File: src/adcrs_map.svh
// register offsets, field positions and reset values of the result block
`ifndef ADCRS_MAP_SVH
`define ADCRS_MAP_SVH
`define AR_OFS_STAT 16'h0057
`define AR_OFS_CLK 16'h0058
`define AR_OFS_HIGH 16'h0059
`define AR_OFS_LOW0 16'h005A
`define AR_OFS_LOW1 16'h005B
`define AR_OFS_LOW2 16'h005C
`define AR_OFS_LOW3 16'h005D
`define AR_OFS_SCAN 16'h005E
`define AR_OFS_IST 16'h0060
`define AR_OFS_IMSK 16'h0061
`define AR_DONE_BIT 7
`define AR_IEN_BIT 6
`define AR_CONT_BIT 5
`define AR_SEN_BIT 0
`define AR_CNT_LSB 1
`define AR_EV_DONE 0
`define AR_EV_LOST 1
`define AR_RST_CHAN 5'h1F
`define AR_OFF_CHAN 5'h1F
`define AR_RST_CFG 6'h01
`define AR_RST_RES 8'h00
`endif

File: src/adcrs_pkg.sv
// types shared by the converter result block
package adcrs_pkg;
    typedef enum logic [1:0] {
        MD_TRUNC = 2'b00,
        MD_RIGHT = 2'b01,
        MD_LEFT = 2'b10,
        MD_SIGNED = 2'b11
    } adcrs_mode_t;
    typedef enum logic [1:0] {
        LK_OPEN = 2'b01,
        LK_HELD = 2'b10
    } adcrs_lock_t;
endpackage

File: src/adcrs_top.sv
// result registers, justification and auto-scan control of the converter
//
// Decided for this implementation: strobed register access.
`timescale 1ns/1ps
`include "adcrs_map.svh"
module adcrs_top
    import adcrs_pkg::*;
#(
    parameter int NPIN = 8
) (
    input wire logic ref_clk_i,
    input wire logic rst_i,
    input wire logic [15:0] addr_i,
    input wire logic [7:0] wr_data_i,
    input wire logic wr_en_i,
    input wire logic rd_en_i,
    output logic [7:0] rd_data_o,
    input wire logic conv_done_i,
    input wire logic [9:0] conv_data_i,
    output logic conv_start_o,
    output logic [4:0] conv_channel_o,
    output logic continuous_o,
    output logic [NPIN-1:0] analog_sel_o,
    output logic conv_req_o,
    output logic irq_o
);
    logic [7:0] res_high;
    logic [7:0] next_res_high;
    logic [7:0] res_low;
    logic [7:0] next_res_low;
    logic [7:0] scan_res [1:3];
    logic [7:0] next_scan_res [1:3];
    logic done_flag;
    logic next_done_flag;
    logic ien;
    logic next_ien;
    logic next_cont;
    logic [4:0] chan_sel;
    logic [4:0] next_chan_sel;
    logic [5:0] clk_cfg;
    logic [5:0] next_clk_cfg;
    logic [1:0] scan_cnt;
    logic [1:0] next_scan_cnt;
    logic scan_en;
    logic next_scan_en;
    logic [1:0] scan_idx;
    logic [1:0] next_scan_idx;
    adcrs_lock_t lock;
    adcrs_lock_t next_lock;
    logic [1:0] int_st;
    logic [1:0] next_int_st;
    logic [1:0] int_msk;
    logic [1:0] next_int_msk;
    logic [7:0] next_rd_data;
    logic next_start;
    logic [4:0] next_chan_out;
    logic [NPIN-1:0] next_sel;
    logic next_req;
    logic next_irq;
    adcrs_mode_t mode;
    logic wr_stat;
    logic wr_clk;
    logic wr_scan;
    logic wr_ist;
    logic wr_imsk;
    logic rd_high0;
    logic rd_low0;
    logic rd_low_any;
    logic take0;

    // justification field sits in the low two bits of the clock config
    assign mode = adcrs_mode_t'(clk_cfg[1:0]);
    assign wr_stat = wr_en_i && addr_i == `AR_OFS_STAT;
    assign wr_clk = wr_en_i && addr_i == `AR_OFS_CLK;
    assign wr_scan = wr_en_i && addr_i == `AR_OFS_SCAN;
    assign wr_ist = wr_en_i && addr_i == `AR_OFS_IST;
    assign wr_imsk = wr_en_i && addr_i == `AR_OFS_IMSK;
    assign rd_high0 = rd_en_i && addr_i == `AR_OFS_HIGH;
    assign rd_low0 = rd_en_i && addr_i == `AR_OFS_LOW0;
    assign rd_low_any = rd_en_i && addr_i >= `AR_OFS_LOW0
        && addr_i <= `AR_OFS_LOW3;
    // channel 0 of a scan, or any single conversion, lands in result zero
    assign take0 = !scan_en || scan_idx == 2'b00;
    for (genvar i = 1; i <= 3; i++) begin : g_scan
        always_comb begin
            next_scan_res[i] = scan_res[i];
            if (conv_done_i && scan_en && scan_idx == 2'(i)) begin
                next_scan_res[i] = conv_data_i[9:2];
            end
        end
        always_ff @(posedge ref_clk_i or posedge rst_i) begin
            if (rst_i) begin
                scan_res[i] <= `AR_RST_RES;
            end else begin
                scan_res[i] <= next_scan_res[i];
            end
        end
    end

    always_comb begin
        next_res_high = res_high;
        next_res_low = res_low;
        next_done_flag = done_flag;
        next_ien = ien;
        next_cont = continuous_o;
        next_chan_sel = chan_sel;
        next_clk_cfg = clk_cfg;
        next_scan_cnt = scan_cnt;
        next_scan_en = scan_en;
        next_scan_idx = scan_idx;
        next_lock = lock;
        next_int_st = int_st;
        next_int_msk = int_msk;
        next_req = conv_req_o;
        next_start = 1'b0;
        if (wr_stat) begin
            next_ien = wr_data_i[`AR_IEN_BIT];
            next_cont = wr_data_i[`AR_CONT_BIT];
            next_chan_sel = wr_data_i[4:0];
            next_done_flag = 1'b0;
            next_req = 1'b0;
            next_scan_idx = 2'b00;
            next_start = wr_data_i[4:0] != `AR_OFF_CHAN;
        end
        if (wr_clk) begin
            next_clk_cfg = wr_data_i[7:2];
            next_done_flag = 1'b0;
            next_lock = LK_OPEN;
        end
        if (wr_scan) begin
            next_scan_en = wr_data_i[`AR_SEN_BIT];
            next_scan_cnt = wr_data_i[`AR_CNT_LSB+:2];
            next_scan_idx = 2'b00;
        end
        if (wr_ist) begin
            next_int_st = int_st & ~wr_data_i[1:0];
        end
        if (wr_imsk) begin
            next_int_msk = wr_data_i[1:0];
        end
        if (rd_low_any && !ien) begin
            next_done_flag = 1'b0;
        end
        if (rd_low0 || rd_high0) begin
            next_req = 1'b0;
        end
        if (rd_high0 && mode != MD_TRUNC) begin
            next_lock = LK_HELD;
        end
        if (rd_low0) begin
            next_lock = LK_OPEN;
        end
        // completion comes last so that a set beats a clear
        if (conv_done_i) begin
            next_int_st[`AR_EV_DONE] = 1'b1;
            if (ien) begin
                next_req = 1'b1;
            end else begin
                next_done_flag = 1'b1;
            end
            if (scan_en) begin
                if (scan_idx == scan_cnt) begin
                    next_scan_idx = 2'b00;
                end else begin
                    next_scan_idx = scan_idx + 2'b01;
                    next_start = 1'b1;
                end
            end
            if (take0) begin
                if (mode == MD_TRUNC) begin
                    next_res_high = 8'h00;
                    next_res_low = conv_data_i[9:2];
                end else if (lock == LK_HELD) begin
                    next_int_st[`AR_EV_LOST] = 1'b1;
                end else begin
                    case (mode)
                        MD_RIGHT: begin
                            next_res_high = {6'h00, conv_data_i[9:8]};
                            next_res_low = conv_data_i[7:0];
                        end
                        MD_LEFT: begin
                            next_res_high = conv_data_i[9:2];
                            next_res_low = {conv_data_i[1:0], 6'h00};
                        end
                        default: begin
                            next_res_high = {~conv_data_i[9],
                                conv_data_i[8:2]};
                            next_res_low = {conv_data_i[1:0], 6'h00};
                        end
                    endcase
                end
            end
        end
        next_chan_out = next_scan_en ? {3'b000, next_scan_idx} : next_chan_sel;
        for (int p = 0; p < NPIN; p++) begin
            next_sel[p] = next_chan_out == 5'(p);
        end
        next_irq = |(next_int_st & next_int_msk);
        next_rd_data = 8'h00;
        if (rd_en_i) begin
            case (addr_i)
                `AR_OFS_STAT: next_rd_data = {done_flag & ~ien, ien,
                    continuous_o, chan_sel};
                `AR_OFS_CLK: next_rd_data = {clk_cfg, 2'b00};
                `AR_OFS_HIGH: next_rd_data = res_high;
                `AR_OFS_LOW0: next_rd_data = res_low;
                `AR_OFS_LOW1: next_rd_data = scan_res[1];
                `AR_OFS_LOW2: next_rd_data = scan_res[2];
                `AR_OFS_LOW3: next_rd_data = scan_res[3];
                `AR_OFS_SCAN: next_rd_data = {5'h00, scan_cnt, scan_en};
                `AR_OFS_IST: next_rd_data = {6'h00, int_st};
                `AR_OFS_IMSK: next_rd_data = {6'h00, int_msk};
                default: next_rd_data = 8'h00;
            endcase
        end
    end

    always_ff @(posedge ref_clk_i or posedge rst_i) begin
        if (rst_i) begin
            res_high <= `AR_RST_RES;
            res_low <= `AR_RST_RES;
            done_flag <= 1'b0;
            ien <= 1'b0;
            continuous_o <= 1'b0;
            chan_sel <= `AR_RST_CHAN;
            clk_cfg <= `AR_RST_CFG;
            scan_cnt <= 2'b00;
            scan_en <= 1'b0;
            scan_idx <= 2'b00;
            lock <= LK_OPEN;
            int_st <= 2'b00;
            int_msk <= 2'b00;
            conv_req_o <= 1'b0;
            conv_start_o <= 1'b0;
            conv_channel_o <= `AR_RST_CHAN;
            analog_sel_o <= '0;
            irq_o <= 1'b0;
            rd_data_o <= 8'h00;
        end else begin
            res_high <= next_res_high;
            res_low <= next_res_low;
            done_flag <= next_done_flag;
            ien <= next_ien;
            continuous_o <= next_cont;
            chan_sel <= next_chan_sel;
            clk_cfg <= next_clk_cfg;
            scan_cnt <= next_scan_cnt;
            scan_en <= next_scan_en;
            scan_idx <= next_scan_idx;
            lock <= next_lock;
            int_st <= next_int_st;
            int_msk <= next_int_msk;
            conv_req_o <= next_req;
            conv_start_o <= next_start;
            conv_channel_o <= next_chan_out;
            analog_sel_o <= next_sel;
            irq_o <= next_irq;
            rd_data_o <= next_rd_data;
        end
    end
endmodule
File: config.mk
export PLATFORM = sky130hd
export DESIGN_NAME = adcrs_top
export DESIGN_NICKNAME = d
export VERILOG_FILES = /design/src/adcrs_pkg.sv /design/src/adcrs_top.sv
export VERILOG_INCLUDE_DIRS = /design/src
export SDC_FILE = /design/constraint.sdc
export NUM_CORES = 1
export LEC_CHECK = 0
export BUFFER_PORTS_ARGS = -buffer_cell sky130_fd_sc_hd__buf_2
export CAP_MARGIN = 20
export CORE_ASPECT_RATIO = 0.8
export CORE_MARGIN = 2
export CORE_UTILIZATION = 25
export CTS_BUF_LIST = sky130_fd_sc_hd__clkbuf_2
export CTS_CLUSTER_SIZE = 20
export DETAILED_ROUTE_END_ITERATION = 7
export GPL_TIMING_DRIVEN = 1
export HOLD_SLACK_MARGIN = 0.08
export PLACE_DENSITY = 0.46
export SYNTH_ARGS = -nofsm -noshare
export SYNTH_HDL_FRONTEND = slang
export SYNTH_SLANG_ARGS = --single-unit
File: constraint.sdc
create_clock -name ref_clk_i -period 3.77 [get_ports ref_clk_i]
set_input_delay 0.5655 -clock ref_clk_i [delete_from_list [all_inputs] [get_ports ref_clk_i]]
set_output_delay 0.5655 -clock ref_clk_i [all_outputs]
set_load 0.02 [all_outputs]
==> results of run 1 <==
power by group through the flow:
stage / clock network, uW / registers [uW] / logic, uW
5_1_grt: 590 / 972 / 134
6_report: 522 / 969 / 119
3_3_place_gp: 0 / 984 / 118
2_1_floorplan: 0 / 984 / 57.4
4_1_cts: 549 / 970 / 122
3_5_place_dp: 0 / 985 / 120
cell usage after synthesis, types with 6 or more instances:
master,instances
sky130_fd_sc_hd__nand2_1,40
sky130_fd_sc_hd__a222oi_1,7
sky130_fd_sc_hd__nor4_1,7
sky130_fd_sc_hd__mux2i_1,6
sky130_fd_sc_hd__clkbuf_1,12
sky130_fd_sc_hd__dfrtp_1,77
sky130_fd_sc_hd__mux2_2,41
sky130_fd_sc_hd__nor2_1,17
sky130_fd_sc_hd__o21ai_0,15
sky130_fd_sc_hd__a21oi_1,18
sky130_fd_sc_hd__nor3_1,14
sky130_fd_sc_hd__dfstp_2,12
sky130_fd_sc_hd__mux4_2,6
sky130_fd_sc_hd__ha_1,7
sky130_fd_sc_hd__nand3_1,11
sky130_fd_sc_hd__inv_1,11
registers in the layout, summed over array words and instances, names as in the netlist:
| signal | flops |
|---|---|
| analog_sel_o | 8 |
| chan_sel | 5 |
| clk_cfg | 6 |
| continuous_o | 1 |
| conv_channel_o | 5 |
| conv_req_o | 1 |
| conv_start_o | 1 |
| done_flag | 1 |
| ien | 1 |
| int_msk | 2 |
| int_st | 2 |
| irq_o | 1 |
| lock | 2 |
| rd_data_o | 8 |
| res_high | 8 |
| res_low | 8 |
| scan_cnt | 2 |
| scan_en | 1 |
| scan_idx | 2 |
| scan_res | 24 |
area by class of cell:
class	instances	area [um2]
clock inverters	7	76.3
clock buffers	9	45.0
multi-input cells	265	1970
repair buffers	74	404
inverters	13	50.0
well taps	225	282
flip-flops and latches	89	2240
fillers	1782	12100
through the flow:
stage                     cell area [um2]  cells
after floorplan                      4340    384
after global placement               4930    664
after detailed placement             4930    664
after CTS                            5060    681
after global routing                 5070    682
final                                5070    682
repair_timing:
action                                 4_1_cts  5_1_grt
endpoints found under the hold margin       31        0
buffers inserted                             0        0
hold buffers                                 1        0
routing by layer:
layer  up-vias  GRT usage, %
met5         -             0
met4         2          3.45
met3         7          3.60
met2        85          21.3
met1      1715          21.5
li1       1558             -
cells by family after synthesis:
family / count (synthesis) / synth area share (%)
xor gates and xnor gates: 2 / 0.404
buffers and inverters: 30 / 2.86
and+or+nand+nor: 120 / 14.1
muxes: 53 / 15.1
adders and majority gates: 7 / 2.02
AOI/OAI and AO/OA: 83 / 13.8
DFF: 89 / 51.7
worst max-delay path, stage by stage:
cell and delay (ns):
sky130_fd_sc_hd__buf_2 0.10, sky130_fd_sc_hd__or4_4 0.54, sky130_fd_sc_hd__or4_1 0.79, sky130_fd_sc_hd__nor2_1 0.53, sky130_fd_sc_hd__nor2_1 0.10, sky130_fd_sc_hd__nor4b_1 0.27
sky130_fd_sc_hd__o22ai_1 0.14
worst max path at each step:
stage	depth (start not counted)	to
after floorplan	1	analog_sel_o[0]
after detailed placement	7	done_flag
after global routing	7	done_flag
after CTS	7	done_flag
final	7	done_flag
after global placement	7	analog_sel_o[2]
==> impl_metrics.yaml, run 1 <==
outcome:
  outcome: "completed"
worst_hold_path:
  hold_path_class: "primary input to register"
  min_from: "wr_data_i[7]"
  min_delay_worst_endpoint: "clk_cfg[5]"
  whs_path_depth: 2
clock_network:
  cts_root_buf: "sky130_fd_sc_hd__clkbuf_2"
  clk_pin_slew_worst_paths_ns: 0.25
  cts_num_sinks: 89
  tritoncts: "done"
  cts_buffers: 9
  cts.repair.resized: 0
  cts_h_tree_lvls: 3
  worstSkewPairLatency_ns: 0.57
  cts-root-to-sink-buffers: 2
layout:
  final_core_util_pct: 29.5
  final_common_cell: "sky130_fd_sc_hd__dfrtp_1"
  design.final.nets: 498
  area.growth.synth_to_final_pct: 16.9
  insertedDiodeCount: 0
  final_layout_size_suffix_gt1_share_pct: 35.9
  most-common-layout-cells: "sky130_fd_sc_hd__dfrtp_1 (77), sky130_fd_sc_hd__buf_2 (63), sky130_fd_sc_hd__mux2_2 (41)"
power:
  p_per_area_mw_per_mm2: 318
  internal_power_uw: 1170
  seq_power_share_pct: 60.2
  fin_total_pwr_uw: 1610
  power_frac_comb_pct: 7.4
  max-vdd-ir-drop_v: 0.000136
  switching_portion_of_total_power_pct: 27.5
  pwr-share-clk_pct: 32.4
  power_switching_uw: 444
  power.static_leakage_uw: 0.00230
worst_setup_path:
  regToRegEndpoint: "analog_sel_o[0]"
  timing.critical_path.from_type: "primary input"
  arrival_ns: 3.04
  timing.reg2reg.setup_slack_ns: 1.69
  setup.worst_path.class: "primary input to register"
  crit_required_ns: 4.23
  critical_path_peak_fanout: 8
  setup.worst_path.start: "addr_i[10]"
  cells_on_worst_reg2reg_path: 7
  ff_to_ff_start: "scan_en"
  worst_setup_path_end_kind: "register"
sta:
  final.period_utilization_pct: 68.6
  setup_repair_after_global_routing_missed_its_margin: "false"
  max_slew_margin_pct: 49.5
  setup_slack_ns: 1.18
  layout_min_cycle_time_ns: 2.59
  timing.fmax_mhz: 387
  fin_worst_hold_slack_ns: 0.225
  least_margin_pin_slew_ns: 0.752
  totalNegativeSetupSlack_ns: 0
  hold_violations: 0
  slew_limit_fails: 0
  fin_skew_ns: 0.0240
  setup-violations-final: 0
floorplan:
  initial_utilization_pct: 25.3
  fp.dieW_um: 151
  fp.dieArea_mm2: 0.0184
  core_region_area_mm2: 0.0172
  pin_count: 64
  std_cell_rows: 43
  die_height_um: 122
synth:
  synthDominantAreaCellType: "sky130_fd_sc_hd__dfrtp_1"
  share_of_yosys_cell_area_claimed_by_the_top_area_cell_type_pct: 44.4
  post_synth_instance_area_mm2: 0.00434
  synth_area_per_cell_um2: 11.3
  synth.yosys.warnings: 0
  synthesis.instances: 384
  synth_nets: 430
  synth.yosys.seq_area_share_pct: 51.7
  synth_edf_count: 0
  post_synthesis_register_bit_count: 89
  ys_types: 58
  dominant_cells_by_area_after_synthesis: "sky130_fd_sc_hd__dfrtp_1 (44%), sky130_fd_sc_hd__mux2_2 (11%), sky130_fd_sc_hd__dfstp_2 (7.3%)"
  async_flop_share_pct: 100
  synth_flop_cell: "sky130_fd_sc_hd__dfrtp_1"
place:
  io_buffers: 63
  pre_cts_slack_ns: 0.615
  dp.final_hpwl_mm: 9.08
  final_replace_weighted_congestion: 0.817
routing:
  detailroute.via_count: 3367
  met2_length_mm: 5.53
  drt_pre_antenna_iters: 6
  drt.antenna.violating_nets: 0
  wirelength_mm: 12.6
  route.met3.wl_um: 712
  avgViaCountPerCell: 4.94
  drt_iter0_markers: 241
  drt_drc_violations_left: 0
  wl_per_cell_um: 18.5
  detail_route.wirelength.met1_mm: 6.30
  dr.max_layer_used: "met5"
global_routing:
  global_route_wire_length_before_repair_mm: 20.1
  first_global_vias: 3399
  grt.overflow.total: 0
  gr-usage-all-layers_pct: 14.5
  grt_antenna_before_repair: 2
  grt_max_degree: 34
flow_run:
  drv.max_cap_violation_count: 0
(Power assumes the default switching activity.)
==> inputs of run 2 (changes only) <==
--- a/config.mk
+++ b/config.mk
@@ -6,6 +6,7 @@
 export SDC_FILE = /design/constraint.sdc
 export NUM_CORES = 1
 export LEC_CHECK = 0
+export ABC_AREA = 1
 export BUFFER_PORTS_ARGS = -buffer_cell sky130_fd_sc_hd__buf_2
 export CAP_MARGIN = 20
 export CORE_ASPECT_RATIO = 0.8
==> constraint.sdc (replaced) <==
create_clock -name ref_clk_i -period 2.4 [get_ports ref_clk_i]
set_input_delay 0.36 -clock ref_clk_i [delete_from_list [all_inputs] [get_ports ref_clk_i]]
set_output_delay 0.36 -clock ref_clk_i [all_outputs]
set_load 0.02 [all_outputs]
==> impl_metrics.yaml, run 2 <==
outcome:
  outcome: "completed"
global_routing:
  grt_max_degree: 38
  global_route.usage.met2_pct: 21.6
  grt_antenna_before_repair: 1
  groute.layer.met3.usage_pct: 4.28
  global_route_wire_length_before_repair_mm: 21.9
  gr-usage-all-layers_pct: 15.1
  grt_util_met1_pct: 22.1
  grt.overflow.total: 0
  first_global_vias: 3859
  globalRoute.busiestLayer: "met1"
power:
  max-vdd-ir-drop_v: 0.000198
  power.static_leakage_uw: 0.00268
  p_per_area_mw_per_mm2: 462
sta:
  slew_limit_fails: 0
  setup_slack_ns: 0.285
  hold_violations: 0
  max_slew_margin_pct: 66.0
  least_margin_pin_slew_ns: 0.509
  setup_repair_after_global_routing_missed_its_margin: "false"
  timing.fmax_mhz: 473
  setup-violations-final: 0
  layout_min_cycle_time_ns: 2.11
  totalNegativeSetupSlack_ns: 0
  fin_skew_ns: 0.0450
  final.period_utilization_pct: 88.1
routing:
  avgViaCountPerCell: 4.57
  drt_pre_antenna_iters: 5
  wl_per_cell_um: 15.8
  drt_drc_violations_left: 0
  drt.antenna.violating_nets: 0
  drt_iter0_markers: 345
  detailroute.via_count: 4052
  wirelength_mm: 14.0
worst_setup_path:
  worst_setup_path_end_kind: "register"
  crit_required_ns: 2.94
  cp_num_buf_inv: 1
  slowest_stage: "sky130_fd_sc_hd__dfstp_2"
  cp_cell_sequence: "inv_1, ha_1, nor3_1, nor2_1, nand2_1, o21ai_0"
  setup.worst_path.class: "register to register"
  cp_top_family: "simple AND/OR/NAND/NOR gates"
  critical_path_peak_fanout: 7
  timing.critical_path.from_type: "register"
  slowest_delay_ns: 0.66
  arrival_ns: 2.65
clock_network:
  tritoncts: "done"
  cts_root_buf: "sky130_fd_sc_hd__clkbuf_2"
  worstSkewPairLatency_ns: 0.65
  cts_h_tree_lvls: 3
  cts-root-to-sink-buffers: 2
  cts_buffers: 9
  postCtsSetupBuffers: 0
  cts_num_sinks: 89
  clk_pin_slew_worst_paths_ns: 0.29
floorplan:
  pin_count: 64
  initial_utilization_pct: 25.7
  fp.dieArea_mm2: 0.0190
  fp.dieW_um: 154
  std_cell_rows: 43
  core_region_area_mm2: 0.0174
  die_height_um: 124
synth:
  synth_commonest_cells: "sky130_fd_sc_hd__nand2_1 (134), sky130_fd_sc_hd__dfrtp_1 (77), sky130_fd_sc_hd__inv_1 (67)"
  synth_compound_gate_area_share_pct: 12.4
  async_flop_share_pct: 100
  ys_types: 34
  synth_fa_ha_area_share_pct: 1.96
  dominant_cells_by_area_after_synthesis: "sky130_fd_sc_hd__dfrtp_1 (43%), sky130_fd_sc_hd__nand2_1 (11%), sky130_fd_sc_hd__dfstp_2 (7.0%)"
  synth_edf_count: 0
  share_of_yosys_cell_area_claimed_by_the_top_area_cell_type_pct: 43.0
  synth_area_per_cell_um2: 8.05
  synth_top_family_by_area: "simple AND/OR/NAND/NOR gates"
  post_synth_and_or_nand_nor_area_fraction_pct: 27.5
  synth_flop_cell: "sky130_fd_sc_hd__dfrtp_1"
  synthesis.instances: 556
  post_synthesis_register_bit_count: 89
  synth_nets: 602
  synthXorXnorAreaFrac_pct: 0.391
  synth.yosys.seq_area_share_pct: 50.1
  post_synth_instance_area_mm2: 0.00448
  yosys-mux-area-fraction_pct: 0.252
  post-synth-top-count-cell: "sky130_fd_sc_hd__nand2_1"
  synth.yosys.warnings: 0
  synthDominantAreaCellType: "sky130_fd_sc_hd__dfrtp_1"
place:
  pre_cts_slack_ns: 0.387
  io_buffers: 63
  final_replace_weighted_congestion: 0.890
  dp.final_hpwl_mm: 10.9
layout:
  final_common_cell: "sky130_fd_sc_hd__nand2_1"
  most-common-layout-cells: "sky130_fd_sc_hd__nand2_1 (134), sky130_fd_sc_hd__dfrtp_1 (77), sky130_fd_sc_hd__inv_1 (66), sky130_fd_sc_hd__nor2_1 (66), sky130_fd_sc_hd__buf_2 (63)"
  final_layout_size_suffix_gt1_share_pct: 19.7
  design.final.nets: 701
  area.growth.synth_to_final_pct: 22.4
  largest_register_ffs: 24
  top_reg_by_flops: "scan_res"
flow_run:
  drv.max_cap_violation_count: 0
worst_hold_path:
  hold_path_class: "primary input to register"
run 2: changes by cell type in the layout (fill, tap and decap cells not counted), moves of 12 or more:
cell / before / now
sky130_fd_sc_hd__nand4_1: 2 / 19
sky130_fd_sc_hd__dlygate4sd3_1: 1 / 22
sky130_fd_sc_hd__mux2_2: 41 / 0
sky130_fd_sc_hd__nor2_1: 17 / 66
sky130_fd_sc_hd__o21ai_0: 15 / 58
sky130_fd_sc_hd__nor3_1: 14 / 2
sky130_fd_sc_hd__inv_1: 10 / 66
sky130_fd_sc_hd__nand3_1: 11 / 32
sky130_fd_sc_hd__nand2_1: 40 / 134
run 2: through the flow:
stage / power (uW) / cell area, um2 / hold WS, ns / utilization (%) / std cells
final: 2530 / 5480 / 0.166 / 31.4 / 886
after global routing: 2660 / 5480 / 0.136 / 31.4 / 886
after CTS: 2560 / 5480 / 0.114 / 31.4 / 885
after detailed placement: 1730 / 5140 / 0.428 / 29.5 / 847
after global placement: 1730 / 5140 / 0.430 / 29.5 / 847
after floorplan: 1640 / 4480 / 0.453 / - / 556
run 2: logic make-up (layout without fill, tap and decap cells):
group	count (synthesis)	count (layout)
AND/OR/NAND/NOR	273	273
AO/OA/AOI/OAI	102	102
flip-flops	89	89
buffers and inverters	82	186
adder cells (fa/ha/maj)	7	7
XOR/XNOR	2	2
multiplexers	1	1
other	0	1
run 2: area by class of cell:
type                    instances  area [um2]
clock buffers                   9        45.0
well taps                     225         282
inverters                      69         265
repair buffers                101         668
flip-flops and latches         89        2240
multi-input cells             385        1900
fillers                      1921       12000
clock inverters                 7        72.6
diodes                          1        2.50
run 2: routing by layer:
| layer | wire [um] | up-vias |
|---|---|---|
| li1 | - | 2000 |
| met1 | 7080 | 1907 |
| met2 | 5790 | 122 |
| met3 | 787 | 23 |
| met4 | 300 | 0 |
| met5 | 0 | - |
run 2: worst register-to-register path: stages (launching register included):
cell and delay [ns]:
sky130_fd_sc_hd__dfstp_2 0.66, sky130_fd_sc_hd__inv_1 0.08, sky130_fd_sc_hd__ha_1 0.29, sky130_fd_sc_hd__nor3_1 0.39, sky130_fd_sc_hd__nor2_1 0.22, sky130_fd_sc_hd__nand2_1 0.26, sky130_fd_sc_hd__o21ai_0 0.12
run 2: worst paths after layout:
path | start | to | slack [ns] | depth (start not counted)
max in group asynchronous | rst_i | chan_sel[4] | 1.46 | 4
worst min-delay path | addr_i[2] | chan_sel[1] | 0.17 | 5
worst max-delay path | clk_cfg[0] | res_high[4] | 0.29 | 6
worst min register to register | scan_res[8] | scan_res[8] | 0.52 | 2
worst max register to register | clk_cfg[0] | res_high[4] | 0.29 | 6
min in group asynchronous | rst_i | res_low[0] | 0.23 | 3
run 2: timing repair:
item | in CTS | in global routing
hold buffers | 22 | 0
hold endpoints to repair | 99 | 0
gates resized for setup | 0 | 0
setup endpoints to repair | 0 | 0
run 2: power by group:
| part | leakage (uW) | total [uW] | internal (uW) | switching, uW |
|---|---|---|---|---|
| clock network | 0.0000693 | 796 | 169 | 626 |
| registers | 0.00115 | 1530 | 1520 | 5.99 |
| logic | 0.00147 | 211 | 77.7 | 133 |
| total | 0.00268 | 2530 | 1770 | 765 |
==> inputs of run 3 (changes only) <==
--- a/config.mk
+++ b/config.mk
@@ -17,7 +17,7 @@
 export DETAILED_ROUTE_END_ITERATION = 7
 export GPL_TIMING_DRIVEN = 1
 export HOLD_SLACK_MARGIN = 0.08
-export PLACE_DENSITY = 0.46
+export PLACE_DENSITY = 0.48
 export SYNTH_ARGS = -nofsm -noshare
 export SYNTH_HDL_FRONTEND = slang
 export SYNTH_SLANG_ARGS = --single-unit
==> constraint.sdc (replaced) <==
create_clock -name ref_clk_i -period 1.7 [get_ports ref_clk_i]
set_input_delay 0.255 -clock ref_clk_i [delete_from_list [all_inputs] [get_ports ref_clk_i]]
set_output_delay 0.255 -clock ref_clk_i [all_outputs]
set_load 0.02 [all_outputs]
==> impl_metrics.yaml, run 3 (synthesized netlist as in run 2, its figures left out) <==
floorplan:
  die_height_um: 124
  std_cell_rows: 43
  fp.dieW_um: 154
  core_region_area_mm2: 0.0174
  pin_count: 64
  fp.dieArea_mm2: 0.0190
  initial_utilization_pct: 25.7
power:
  power_switching_uw: 925
  power_frac_comb_pct: 9.4
  power.static_leakage_uw: 0.00294
  internal_power_uw: 2600
  fin_total_pwr_uw: 3530
  switching_portion_of_total_power_pct: 26.2
  max-vdd-ir-drop_v: 0.000351
  seq_power_share_pct: 61.0
  pwr-share-clk_pct: 29.6
  p_per_area_mw_per_mm2: 594
worst_setup_path:
  crit_required_ns: 2.20
  worst_setup_path_end_kind: "register"
  setup.worst_path.class: "register to register"
  critical_path_peak_fanout: 8
  ff_to_ff_start: "scan_idx[1]"
  arrival_ns: 2.07
  timing.critical_path.from_type: "register"
  setup.worst_path.start: "scan_idx[1]"
sta:
  layout_min_cycle_time_ns: 1.58
  timing.fmax_mhz: 634
  fin_skew_ns: 0.0197
  max_slew_margin_pct: 67.0
  final.period_utilization_pct: 92.7
  hold_violations: 0
  least_margin_pin_slew_ns: 0.494
  slew_limit_fails: 0
  setup_repair_after_global_routing_missed_its_margin: "false"
  setup-violations-final: 0
layout:
  top_reg_by_flops: "scan_res"
  multi_input_comb_area_mm2: 0.00195
  largest_register_ffs: 24
  design.final.nets: 751
  area.growth.synth_to_final_pct: 32.6
  sequential_area_mm2: 0.00224
  post-route-cell-area_mm2: 0.00593
  final_layout_size_suffix_gt1_share_pct: 26.6
  fillCellCount: 1829
  most-common-layout-cells: "sky130_fd_sc_hd__nand2_1 (134), sky130_fd_sc_hd__dfrtp_1 (77), sky130_fd_sc_hd__nor2_1 (65)"
  final_common_cell: "sky130_fd_sc_hd__nand2_1"
place:
  io_buffers: 63
  final_replace_weighted_congestion: 0.861
  dpl-instance-area_mm2: 0.00557
  dp.final_hpwl_mm: 11.2
routing:
  drt.antenna.violating_nets: 0
  wl_per_cell_um: 15.1
  detailroute.via_count: 4261
  wirelength_mm: 14.1
  drt_pre_antenna_iters: 5
  drt_iter0_markers: 339
  drt_drc_violations_left: 0
  avgViaCountPerCell: 4.55
global_routing:
  grt_max_degree: 51
  gr-usage-all-layers_pct: 15.3
  first_global_vias: 4163
  grt_antenna_before_repair: 0
  grt.overflow.total: 0
  global_route_wire_length_before_repair_mm: 22.5
worst_hold_path:
  hold_path_class: "primary input to register"
  min_from: "conv_done_i"
clock_network:
  cts-root-to-sink-buffers: 2
  clk_pin_slew_worst_paths_ns: 0.22
  worstSkewPairLatency_ns: 0.55
  cts_root_buf: "sky130_fd_sc_hd__clkbuf_2"
  cts_buffers: 9
  tritoncts: "done"
  cts_num_sinks: 89
  cts_h_tree_lvls: 3
flow_run:
  drv.max_cap_violation_count: 0
outcome:
  outcome: "completed"
run 3: cell type report:
| cell class | instances | share of cell area (%) |
|---|---|---|
| Sequential cell | 89 | 37.8 |
| Clock inverter | 7 | 1.03 |
| Inverter | 69 | 4.47 |
| Tap cell | 225 | 4.74 |
| Clock buffer | 9 | 0.759 |
| Antenna cell | 1 | 0.0422 |
| Multi-Input combinational cell | 385 | 32.9 |
| Timing Repair Buffer | 151 | 18.3 |
run 3: through the flow:
step / TNS (ns) / worst slack, ns / utilization [%] / std cells / hold slack, ns
after floorplan: 0 / 0.00297 / - / 556 / 0.387
after global placement: -5.36 / -0.298 / 32.0 / 898 / 0.351
after detailed placement: -6.15 / -0.345 / 32.0 / 898 / 0.358
after CTS: 0 / 0.00465 / 33.9 / 934 / 0.0873
after global routing: 0 / 0.00388 / 34.0 / 935 / 0.0959
final: 0 / 0.123 / 34.0 / 936 / 0.139
run 3: layer usage:
layer	wire (um)	global-route usage, %	vias up
li1	-	-	2117
met1	7650	23.5	2038
met2	5650	21.7	102
met3	734	3.69	4
met4	55	2.75	0
met5	0	0	-
run 3: power groups by stage:
stage | registers [uW] | logic [uW] | clock network, uW
2_1_floorplan | 2180 | 127 | 0
4_1_cts | 2150 | 333 | 1090
6_report | 2150 | 333 | 1040
3_5_place_dp | 2190 | 294 | 0
3_3_place_gp | 2190 | 289 | 0
5_1_grt | 2160 | 373 | 1190
run 3: worst paths after layout:
path | slack (ns) | end | cells after the start
worst max-delay path | 0.12 | irq_o | 8
worst min-delay path | 0.14 | int_st[0] | 4
worst max register to register | 0.12 | irq_o | 8
worst min register to register | 0.52 | scan_res[9] | 2
max in group asynchronous | 1.07 | clk_cfg[0] | 4
min in group asynchronous | 0.30 | rd_data_o[1] | 4
run 3: critical path, cell delays in order, from the launching register on:
cell	delay, ns
sky130_fd_sc_hd__dfrtp_1	0.42
sky130_fd_sc_hd__inv_1	0.07
sky130_fd_sc_hd__ha_2	0.18
sky130_fd_sc_hd__o21ai_2	0.10
sky130_fd_sc_hd__buf_6	0.15
sky130_fd_sc_hd__o41ai_4	0.32
sky130_fd_sc_hd__buf_4	0.18
sky130_fd_sc_hd__nand2_1	0.05
sky130_fd_sc_hd__nand2_1	0.06
run 3: timing repair:
action | CTS | global route
cloned | 0 | 0
setup endpoints to repair | 17 | 12
pin swaps | 0 | 1
resized for setup | 4 | 10
buffers inserted | 0 | 1
hold endpoints to repair | 138 | 0
hold buffers | 20 | 0
